## config.mk

```make
export PLATFORM = sky130hd
export DESIGN_NAME = sspcs_top
export DESIGN_NICKNAME = d
export VERILOG_FILES = /design/src/shared/sspcs_pkg.sv /design/src/hdl/sspcs_top.sv
export SDC_FILE = /design/constraint.sdc
export NUM_CORES = 2
export LEC_CHECK = 0
export ABC_AREA = 1
export BUFFER_PORTS_ARGS = -buffer_cell sky130_fd_sc_hd__buf_2
export CAP_MARGIN = 20
export CORE_MARGIN = 3
export CORE_UTILIZATION = 25
export CTS_CLUSTER_SIZE = 10
export DETAILED_ROUTE_END_ITERATION = 16
export PLACE_DENSITY = 0.47
export REMOVE_ABC_BUFFERS = 1
export SYNTH_ARGS = -nofsm -noshare
export SYNTH_HDL_FRONTEND = slang
export SYNTH_SLANG_ARGS = --single-unit
```

## constraint.sdc

```tcl
create_clock -name clk -period 11.6 [get_ports clk]
set_clock_uncertainty 0.1 [all_clocks]
set_input_delay 2.32 -clock clk [delete_from_list [all_inputs] [get_ports clk]]
set_output_delay 2.32 -clock clk [all_outputs]
set_load 0.02 [all_outputs]
```

## src/shared/sspcs_pkg.sv

```systemverilog
// Purpose: constants for the relay pwm and current-loop scaler
// Assumes: 125 MHz clock, 8-bit byte register addresses
// Notes: times kept in milliseconds, currents in microamps
package sspcs_pkg;
  localparam int unsigned CLK_PERIOD_NS = 8;
  localparam int unsigned MS_NS = 1000000;
  localparam int unsigned MS_CYCLES = MS_NS / CLK_PERIOD_NS;
  localparam logic [15:0] PERIOD_MIN_MS = 16'h0064;
  localparam logic [15:0] ALARM_MIN_UA = 16'h0BB8;
  localparam logic [15:0] ALARM_MAX_UA = 16'h55F0;
  // register byte offsets
  localparam logic [7:0] REG_CTRL = 8'h00;
  localparam logic [7:0] REG_PWM_LOWER = 8'h04;
  localparam logic [7:0] REG_PWM_UPPER = 8'h08;
  localparam logic [7:0] REG_PWM_ALARM = 8'h0C;
  localparam logic [7:0] REG_PERIOD = 8'h10;
  localparam logic [7:0] REG_MIN_ON = 8'h14;
  localparam logic [7:0] REG_MIN_OFF = 8'h18;
  localparam logic [7:0] REG_IN_LOWER = 8'h1C;
  localparam logic [7:0] REG_IN_UPPER = 8'h20;
  localparam logic [7:0] REG_OUT_LOWER = 8'h24;
  localparam logic [7:0] REG_OUT_UPPER = 8'h28;
  localparam logic [7:0] REG_CUR_ALARM = 8'h2C;
  localparam logic [7:0] REG_RELAY_LEVEL = 8'h30;
  localparam logic [7:0] REG_RELAY_HYST = 8'h34;
  localparam logic [7:0] REG_STATUS = 8'h38;
  localparam logic [7:0] REG_CURRENT = 8'h3C;
  localparam logic [7:0] REG_ON_TIME = 8'h40;
  // field positions
  localparam int unsigned CTRL_PWM_EN = 0;
  localparam int unsigned CTRL_RELAY_EN = 1;
  localparam int unsigned ST_PWM = 0;
  localparam int unsigned ST_RELAY = 1;
  localparam int unsigned ST_ALARM = 2;
  localparam int unsigned ST_REJECT = 3;
  // reset values
  localparam logic [1:0] CTRL_RST = 2'h0;
  localparam logic [15:0] PWM_LOWER_RST = 16'h0000;
  localparam logic [15:0] PWM_UPPER_RST = 16'h0064;
  localparam logic [15:0] PERIOD_RST = 16'h03E8;
  localparam logic [15:0] OUT_LOWER_RST = 16'h0FA0;
  localparam logic [15:0] OUT_UPPER_RST = 16'h4E20;
  localparam logic [15:0] CUR_ALARM_RST = 16'h0FA0;
  typedef enum logic [0:0] {DIV_IDLE = 1'b0, DIV_RUN = 1'b1} sspcs_div_t;
  typedef enum logic [0:0] {JOB_PWM = 1'b0, JOB_CUR = 1'b1} sspcs_job_t;
endpackage : sspcs_pkg

```

## src/hdl/sspcs_top.sv

```systemverilog
// Purpose: solid-state relay pwm drive, current-loop scaling, relay
// Assumes: source value and status come from logic on this clock
// Notes: one shared serial divider serves both scaling jobs
`timescale 1ns/1ps
`default_nettype none
// Function
// source below lower level gives zero on time in every period
// source above upper level keeps output on the whole period
// between levels on time is period times normalised position
// duty is on time over period of the rectangular wave
// in alarm the alarm level replaces the source for the duty
// period repeats; writes below the minimum period are refused
// output stays high at least the minimum on time
// output stays low at least the minimum off time
// current path clamps source to input lower and upper levels
// computed current clamped between output lower and upper levels
// straight-line transfer from input range to output range
// input lower gives output lower, input upper gives output upper
// current alarm when source reports error, under or over range
// alarm current is the alarm value held within 3 to 22 mA
// below-level relay: on under level-hyst, off over level+hyst
module sspcs_top
  import sspcs_pkg::*;
#(
  parameter int unsigned DW = 16,
  parameter int unsigned MS_CYC = MS_CYCLES
)(
  input wire logic clk,
  input wire logic rst,
  input wire logic [7:0] addr,
  input wire logic [31:0] wr_data,
  input wire logic wr_en,
  input wire logic rd_en,
  output logic [31:0] rd_data,
  input wire logic signed [DW-1:0] source_value,
  input wire logic source_error_state,
  input wire logic source_under_range_state,
  input wire logic source_over_range_state,
  output logic pwm_out,
  output logic relay_out,
  output logic [DW-1:0] current_ua
);
  localparam int unsigned NW = 2 * DW + 2;
  localparam int unsigned MSW = $clog2(MS_CYC + 1);
  localparam logic [MSW-1:0] MS_LAST = MSW'(MS_CYC - 1);
  localparam logic [5:0] DIV_LAST = 6'(NW - 1);

  logic [1:0] ctrl;
  logic signed [DW-1:0] pwm_lower, pwm_upper, pwm_alarm;
  logic signed [DW-1:0] in_lower, in_upper, relay_level;
  logic [DW-1:0] period, min_on, min_off, relay_hyst;
  logic [DW-1:0] out_lower, out_upper, cur_alarm;
  logic reject;
  logic alarm;
  logic [MSW-1:0] ms_cnt;
  logic ms_tick;
  logic [DW-1:0] pos, on_ms, hold_ms;
  logic [DW-1:0] pwm_q, cur_q;
  sspcs_div_t div_state;
  sspcs_job_t job;
  logic [NW-1:0] div_num;
  logic [DW+1:0] div_rem;
  logic [DW:0] div_den;
  logic [5:0] div_cnt;

  // clamp x into lo..hi and return its offset above lo
  function automatic logic [DW:0] sspcs_pos(
    input logic signed [DW-1:0] x,
    input logic signed [DW-1:0] lo,
    input logic signed [DW-1:0] hi
  );
    logic signed [DW:0] d;
    d = 17'sd0;
    if (x <= lo)
      d = 17'sd0;
    else if (x >= hi)
      d = {hi[DW-1], hi} - {lo[DW-1], lo};
    else
      d = {x[DW-1], x} - {lo[DW-1], lo};
    return d[DW:0];
  endfunction : sspcs_pos

  // signed span hi - lo, one bit wider
  function automatic logic signed [DW:0] sspcs_span(
    input logic signed [DW-1:0] lo,
    input logic signed [DW-1:0] hi
  );
    return {hi[DW-1], hi} - {lo[DW-1], lo};
  endfunction : sspcs_span

  // alarm condition from the source channel state
  assign alarm = source_error_state | source_under_range_state
               | source_over_range_state;

  // operand selection for the divider jobs
  logic signed [DW-1:0] pwm_x;
  logic signed [DW:0] span_p, span_c;
  logic [DW:0] diff_p, diff_c;
  logic [DW-1:0] out_span;
  logic [NW-1:0] job_num;
  logic [DW:0] job_den;
  logic job_direct;
  logic [DW-1:0] job_direct_q;
  always_comb
  begin
    pwm_x = alarm ? pwm_alarm : source_value;
    span_p = sspcs_span(pwm_lower, pwm_upper);
    span_c = sspcs_span(in_lower, in_upper);
    diff_p = sspcs_pos(pwm_x, pwm_lower, pwm_upper);
    diff_c = sspcs_pos(source_value, in_lower, in_upper);
    out_span = (out_upper >= out_lower) ? out_upper - out_lower
                                        : '0;
    job_num = '0;
    job_den = '0;
    job_direct = 1'b0;
    job_direct_q = '0;
    if (job == JOB_PWM)
    begin
      job_den = span_p[DW:0];
      job_num = NW'(diff_p * period);
      if (span_p <= 0)
      begin
        job_direct = 1'b1;
        job_direct_q = (pwm_x > pwm_upper) ? period : '0;
      end
    end
    else
    begin
      job_den = span_c[DW:0];
      job_num = NW'(diff_c * out_span);
      if (span_c <= 0)
      begin
        job_direct = 1'b1;
        job_direct_q = (source_value > in_upper) ? out_span : '0;
      end
    end
  end

  // one restoring division step
  logic [DW+1:0] trial;
  logic take;
  logic [NW-1:0] next_num;
  logic [DW+1:0] next_rem;
  always_comb
  begin
    trial = {div_rem[DW:0], div_num[NW-1]};
    take = (trial >= {1'b0, div_den});
    next_rem = take ? trial - {1'b0, div_den} : trial;
    next_num = {div_num[NW-2:0], take};
  end

  // serial divider, alternating between the pwm and current jobs
  always_ff @(posedge clk)
  begin
    if (rst)
    begin
      div_state <= DIV_IDLE;
      job <= JOB_PWM;
      div_num <= '0;
      div_rem <= '0;
      div_den <= '0;
      div_cnt <= '0;
      pwm_q <= '0;
      cur_q <= '0;
    end
    else
    begin
      unique case (div_state)
        DIV_IDLE:
        begin
          if (job_direct)
          begin
            if (job == JOB_PWM)
              pwm_q <= job_direct_q;
            else
              cur_q <= job_direct_q;
            job <= (job == JOB_PWM) ? JOB_CUR : JOB_PWM;
          end
          else
          begin
            div_num <= job_num;
            div_den <= job_den;
            div_rem <= '0;
            div_cnt <= '0;
            div_state <= DIV_RUN;
          end
        end
        DIV_RUN:
        begin
          div_num <= next_num;
          div_rem <= next_rem;
          div_cnt <= div_cnt + 6'h01;
          if (div_cnt == DIV_LAST)
          begin
            if (job == JOB_PWM)
              pwm_q <= next_num[DW-1:0];
            else
              cur_q <= next_num[DW-1:0];
            job <= (job == JOB_PWM) ? JOB_CUR : JOB_PWM;
            div_state <= DIV_IDLE;
          end
        end
      endcase
    end
  end

  // millisecond time base
  always_ff @(posedge clk)
  begin
    if (rst)
    begin
      ms_cnt <= '0;
      ms_tick <= 1'b0;
    end
    else
    begin
      ms_tick <= (ms_cnt == MS_LAST);
      ms_cnt <= (ms_cnt == MS_LAST) ? '0 : ms_cnt + 1'b1;
    end
  end

  // period position; on time latched at each period start
  always_ff @(posedge clk)
  begin
    if (rst)
    begin
      pos <= '0;
      on_ms <= '0;
    end
    else if (ms_tick)
    begin
      if (pos >= period - 1'b1)
      begin
        pos <= '0;
        on_ms <= pwm_q;
      end
      else
        pos <= pos + 1'b1;
    end
  end

  // pwm output with minimum on and off times
  logic want;
  assign want = ctrl[CTRL_PWM_EN] && (pos < on_ms);
  always_ff @(posedge clk)
  begin
    if (rst)
    begin
      pwm_out <= 1'b0;
      hold_ms <= '0;
    end
    else if (ms_tick)
    begin
      if (pwm_out && !want && hold_ms >= min_on)
      begin
        pwm_out <= 1'b0;
        hold_ms <= '0;
      end
      else if (!pwm_out && want && hold_ms >= min_off)
      begin
        pwm_out <= 1'b1;
        hold_ms <= '0;
      end
      else if (hold_ms != '1)
        hold_ms <= hold_ms + 1'b1;
    end
  end

  // current output: alarm value or clamped scaled value
  logic [DW-1:0] scaled;
  logic [DW-1:0] next_current;
  always_comb
  begin
    scaled = out_lower + cur_q;
    if (alarm)
    begin
      if (cur_alarm < ALARM_MIN_UA)
        next_current = ALARM_MIN_UA;
      else if (cur_alarm > ALARM_MAX_UA)
        next_current = ALARM_MAX_UA;
      else
        next_current = cur_alarm;
    end
    else if (scaled < out_lower)
      next_current = out_lower;
    else if (scaled > out_upper && out_upper >= out_lower)
      next_current = out_upper;
    else
      next_current = scaled;
  end

  always_ff @(posedge clk)
  begin
    if (rst)
      current_ua <= OUT_LOWER_RST;
    else
      current_ua <= next_current;
  end

  // below-level relay with hysteresis band
  logic signed [DW+1:0] src_w, thr_lo, thr_hi;
  always_comb
  begin
    src_w = {{2{source_value[DW-1]}}, source_value};
    thr_lo = {{2{relay_level[DW-1]}}, relay_level}
           - {2'b00, relay_hyst};
    thr_hi = {{2{relay_level[DW-1]}}, relay_level}
           + {2'b00, relay_hyst};
  end

  always_ff @(posedge clk)
  begin
    if (rst)
      relay_out <= 1'b0;
    else if (!ctrl[CTRL_RELAY_EN])
      relay_out <= 1'b0;
    else if (src_w < thr_lo)
      relay_out <= 1'b1;
    else if (src_w > thr_hi)
      relay_out <= 1'b0;
  end

  // register writes; a too-short period is refused and flagged
  always_ff @(posedge clk)
  begin
    if (rst)
    begin
      ctrl <= CTRL_RST;
      pwm_lower <= PWM_LOWER_RST;
      pwm_upper <= PWM_UPPER_RST;
      pwm_alarm <= PWM_LOWER_RST;
      period <= PERIOD_RST;
      min_on <= '0;
      min_off <= '0;
      in_lower <= PWM_LOWER_RST;
      in_upper <= PWM_UPPER_RST;
      out_lower <= OUT_LOWER_RST;
      out_upper <= OUT_UPPER_RST;
      cur_alarm <= CUR_ALARM_RST;
      relay_level <= '0;
      relay_hyst <= '0;
    end
    else if (wr_en)
    begin
      unique case (addr)
        REG_CTRL: ctrl <= wr_data[1:0];
        REG_PWM_LOWER: pwm_lower <= wr_data[DW-1:0];
        REG_PWM_UPPER: pwm_upper <= wr_data[DW-1:0];
        REG_PWM_ALARM: pwm_alarm <= wr_data[DW-1:0];
        REG_PERIOD:
        begin
          if (wr_data[DW-1:0] >= PERIOD_MIN_MS)
            period <= wr_data[DW-1:0];
        end
        REG_MIN_ON: min_on <= wr_data[DW-1:0];
        REG_MIN_OFF: min_off <= wr_data[DW-1:0];
        REG_IN_LOWER: in_lower <= wr_data[DW-1:0];
        REG_IN_UPPER: in_upper <= wr_data[DW-1:0];
        REG_OUT_LOWER: out_lower <= wr_data[DW-1:0];
        REG_OUT_UPPER: out_upper <= wr_data[DW-1:0];
        REG_CUR_ALARM: cur_alarm <= wr_data[DW-1:0];
        REG_RELAY_LEVEL: relay_level <= wr_data[DW-1:0];
        REG_RELAY_HYST: relay_hyst <= wr_data[DW-1:0];
        default: ;
      endcase
    end
  end

  // sticky refusal flag; a new refusal wins over a clear
  logic period_refused;
  assign period_refused = wr_en && (addr == REG_PERIOD)
                        && (wr_data[DW-1:0] < PERIOD_MIN_MS);
  always_ff @(posedge clk)
  begin
    if (rst)
      reject <= 1'b0;
    else if (period_refused)
      reject <= 1'b1;
    else if (wr_en && addr == REG_STATUS && wr_data[ST_REJECT])
      reject <= 1'b0;
  end

  // read data, valid the cycle after the read strobe
  logic [31:0] rd_mux;
  always_comb
  begin
    rd_mux = 32'h0000_0000;
    unique case (addr)
      REG_CTRL: rd_mux = {30'h0, ctrl};
      REG_PWM_LOWER: rd_mux = {16'h0000, pwm_lower};
      REG_PWM_UPPER: rd_mux = {16'h0000, pwm_upper};
      REG_PWM_ALARM: rd_mux = {16'h0000, pwm_alarm};
      REG_PERIOD: rd_mux = {16'h0000, period};
      REG_MIN_ON: rd_mux = {16'h0000, min_on};
      REG_MIN_OFF: rd_mux = {16'h0000, min_off};
      REG_IN_LOWER: rd_mux = {16'h0000, in_lower};
      REG_IN_UPPER: rd_mux = {16'h0000, in_upper};
      REG_OUT_LOWER: rd_mux = {16'h0000, out_lower};
      REG_OUT_UPPER: rd_mux = {16'h0000, out_upper};
      REG_CUR_ALARM: rd_mux = {16'h0000, cur_alarm};
      REG_RELAY_LEVEL: rd_mux = {16'h0000, relay_level};
      REG_RELAY_HYST: rd_mux = {16'h0000, relay_hyst};
      REG_STATUS: rd_mux = {28'h0, reject, alarm, relay_out, pwm_out};
      REG_CURRENT: rd_mux = {16'h0000, current_ua};
      REG_ON_TIME: rd_mux = {16'h0000, on_ms};
      default: rd_mux = 32'h0000_0000;
    endcase
  end

  always_ff @(posedge clk)
  begin
    if (rst)
      rd_data <= 32'h0000_0000;
    else if (rd_en)
      rd_data <= rd_mux;
    else
      rd_data <= 32'h0000_0000;
  end
endmodule : sspcs_top
`default_nettype wire

```

==> impl_results.md <==
* Synth Cell Area at 48130 um^2
* Area grow syn2layout at 10.78%
* Critical Path End Type: flop
* Max Clock Freq at 92.48 MHz
* Grt ovf at 0
* Drt total wl at 198000 um
* RR Endpoint: div_num[32]
* Setup TNS at 0 ns
* Register area at 8391 um^2
* Critical path's largest stage delay at 0.62 ns
* CTS Buffer Depth at 3
* Pwr dens at 150.1 nW/um^2
* Post-route DRC at 0
* Slowest-stage cell, CP: fa_1
* Final nets at between 7000 and 8000
* Fin util at 27.95%
* RD Place Congestion at 0.9595
* Routed length per instance at 21.12 um
* Cells after Synth at between 6000 and 7000
* Initial antenna violation count at 11
* Post-layout min period at 10.81 ns
* Die width at about 440 um
* CTS sink cnt at 419
* CTS root buf: clkbuf_16
* Crit path DAT at 11.26 ns
* Height of the die at 444.8 um
* FFs w/ async S/R, synth at 0%
* Vias in the first global route at 45180
* Fillcell total at 21070
* Drt first pass iters at 6
* Iteration-0 DRC Markers at 3869
* Skew-Pair Late Insertion Delay at between 0.7 and 0.8 ns
* Post CTS Setup Buffer Count at 0
* Status: completed
* CTS tree: done
* Critical Path Most Common Cell: nand2_1
* Worst slew pin tran at 1.215 ns
* RR Startpoint: out_lower[10]
* Core area at 190800 um^2
* Core Rows at between 150 and 200
* Post-CTS Hold Buffers at 0
* WP data required at around 12 ns
* Clk slew on worst S/H paths at around 0.060 ns
* Final setup viols at 0
* Period utilization at between 90% and 100%
* Worst Setup Slack, final at between 0.7 and 0.8 ns
* Multi-input logic area at 34300 um^2
* Initial Util at ~25%
* Critical Path End: div_num[30]
* LEAKAGE at 25.10 nW
* Setup slack, reg-to-reg at 1.92 ns
* I/O pin total at ~110
* Clock H-tree levels at 2
* EDFF count, synth at 0
* Hold Vio Cnt, Final at 0
* Startpoint Class: primary input
* Unrepaired setup endpoints after global routing: no
* Via count at 46020
* Flops & latches, synth at 419
* Port buffer count at 80
* R2R depth at 34
* Critical Path Source: source_over_range_state
* CTS Buf Count at 54
* HP Class: flop to flop
* Worst vdd ir at 0.0001662 V
* Max-cap violations at 0
* Fin. max-slew vios at 0
* Yosys cell types at 58
* Ratio of cells with drive above 1 in the final layout at under 10%
* Setup Slack @ Placement at 0.1524 ns
* Die area at 197800 um^2
* Vias per std cell at 4.911
* Yosys warning count at 0
* Post-Syn Area per Cell at 7.060 um^2
* Critical Path Fanout Max at 29
* Setup CP Type: primary input to flop
* Sequential fraction of the synthesis area at 17.43%
* Routed Antenna Nets at 0
* Largest net degree at the start of global routing at 89
* First-pass GRT wire length at 293700 um
* Tot Pwr at ~0.0080 W
* Post-CTS Resized at 0
* GRT Util Overall at 19.61%
* Final HPWL DP at 159500 um
* Relative slew slack at 18.78%
* Dominant synthesized flop cell: dfxtp_1
## logic make-up (layout without fill, tap and decap cells)
group / after synthesis / count (layout) / share of synthesized area, %
other: 1 / 18 / 0.007792
AND/OR/NAND/NOR: 2442 / 2442 / 20.87
flip-flops: 419 / 419 / 17.43
XOR/XNOR: 131 / 131 / 2.384
multiplexers: 1 / 1 / 0.02080
AO/OA/AOI/OAI: 1453 / 1453 / 16.60
buffers and inverters: 1422 / 1448 / 11.42
adder cells (fa/ha/maj): 948 / 948 / 31.28
## synth_stat cells, drive strengths merged, types with 16 or more instances
cell / number / area (um^2)
a21o: 22 / 165.2
o211ai: 38 / 290.3
o22ai: 60 / 375.4
clkinv: 20 / 75.07
buf: 74 / 432.9
a221oi: 49 / 429.2
a31oi: 21 / 131.4
fa: 425 / 8508
nor4: 16 / 100.1
a21oi: 660 / 3329
dfxtp: 419 / 8388
nand3: 270 / 1371
nand2: 1381 / 5221
nand3b: 21 / 157.7
nor2: 577 / 2176
xnor2: 44 / 385.4
xor2: 87 / 762.0
o21ai: 520 / 2606
clkbuf: 197 / 742.0
nor3: 86 / 435.4
ha: 523 / 6544
nand4: 59 / 369.1
inv: 1131 / 4245
## registers in the layout, indices dropped and copies added (netlist names), 17 cells and up
register  flops
div_rem      17
div_den      17
ms_cnt       17
div_num      34
## critical path, delay by kind of cell
| kind | cells | cell delay [ns] |
|---|---|---|
| buf+inv | 6 | 0.83 |
| xor+xnor | 1 | 0.25 |
| fa+ha+maj | 9 | 4.29 |
| compound gates | 9 | 1.67 |
| simple gates | 17 | 1.85 |
## worst min-delay path by stage
stage	startpoint	endpoint	slack, ns	depth (start not counted)
2_1_floorplan	ms_cnt[0]	ms_cnt[0]	0.32	1
3_3_place_gp	ms_cnt[0]	ms_cnt[0]	0.33	1
3_5_place_dp	div_den[16]	div_den[16]	0.35	2
4_1_cts	div_den[16]	div_den[16]	0.36	2
5_1_grt	ms_cnt[0]	ms_cnt[0]	0.38	1
6_report	div_den[16]	div_den[16]	0.36	2
## routing by layer
metal | global-route usage, % | wire length [um]
met3 | 2.768 | 12230
met2 | 31.18 | 87320
met4 | 6.191 | 7184
met1 | 27.30 | 91190
met5 | 0 | 33
## where the power goes
part	internal, W	switching [W]
clock network	0.000983	0.000751
logic	0.00163	0.00312
registers	0.00149	0.0000331
## area by class of cell
type                            count  area share (%)
Multi-Input combinational cell   4991           64.34
Sequential cell                   419           15.74
Inverter                         1151           8.118
Tap cell                         2511           5.893
Clock buffer                       79           2.880
Timing Repair Buffer              205           2.626
Clock inverter                     13          0.3943
Antenna cell                        2        0.009387
## through the flow
step	cells	area, um^2	hold WS, ns
3_5_place_dp	9274	51510	0.3499
4_1_cts	9366	53250	0.3591
5_1_grt	9369	53310	0.3801
3_3_place_gp	9274	51510	0.3264
6_report	9371	53310	0.3595
2_1_floorplan	6561	47010	0.3176
## cells in the final DEF (no fill, tap or decap), types with 21 or more instances in the layout
cell / netlist / routed
clkbuf_16: 0 / 54
xor2_1: 87 / 87
nand3b_1: 21 / 21
a31oi_1: 21 / 21
nor2_1: 573 / 573
a21oi_1: 657 / 657
fa_1: 425 / 425
xnor2_1: 44 / 44
buf_4: 29 / 121
ha_1: 523 / 523
o211ai_1: 37 / 37
o22ai_1: 60 / 60
inv_1: 1124 / 1122
nand2_1: 1372 / 1372
nand4_1: 59 / 59
o21ai_0: 500 / 500
a21o_1: 22 / 22
buf_2: 31 / 79
dfxtp_1: 419 / 417
a221oi_1: 49 / 49
nand3_1: 266 / 266
nor3_1: 85 / 84
No activity file was read; power rests on OpenSTA's default activity.
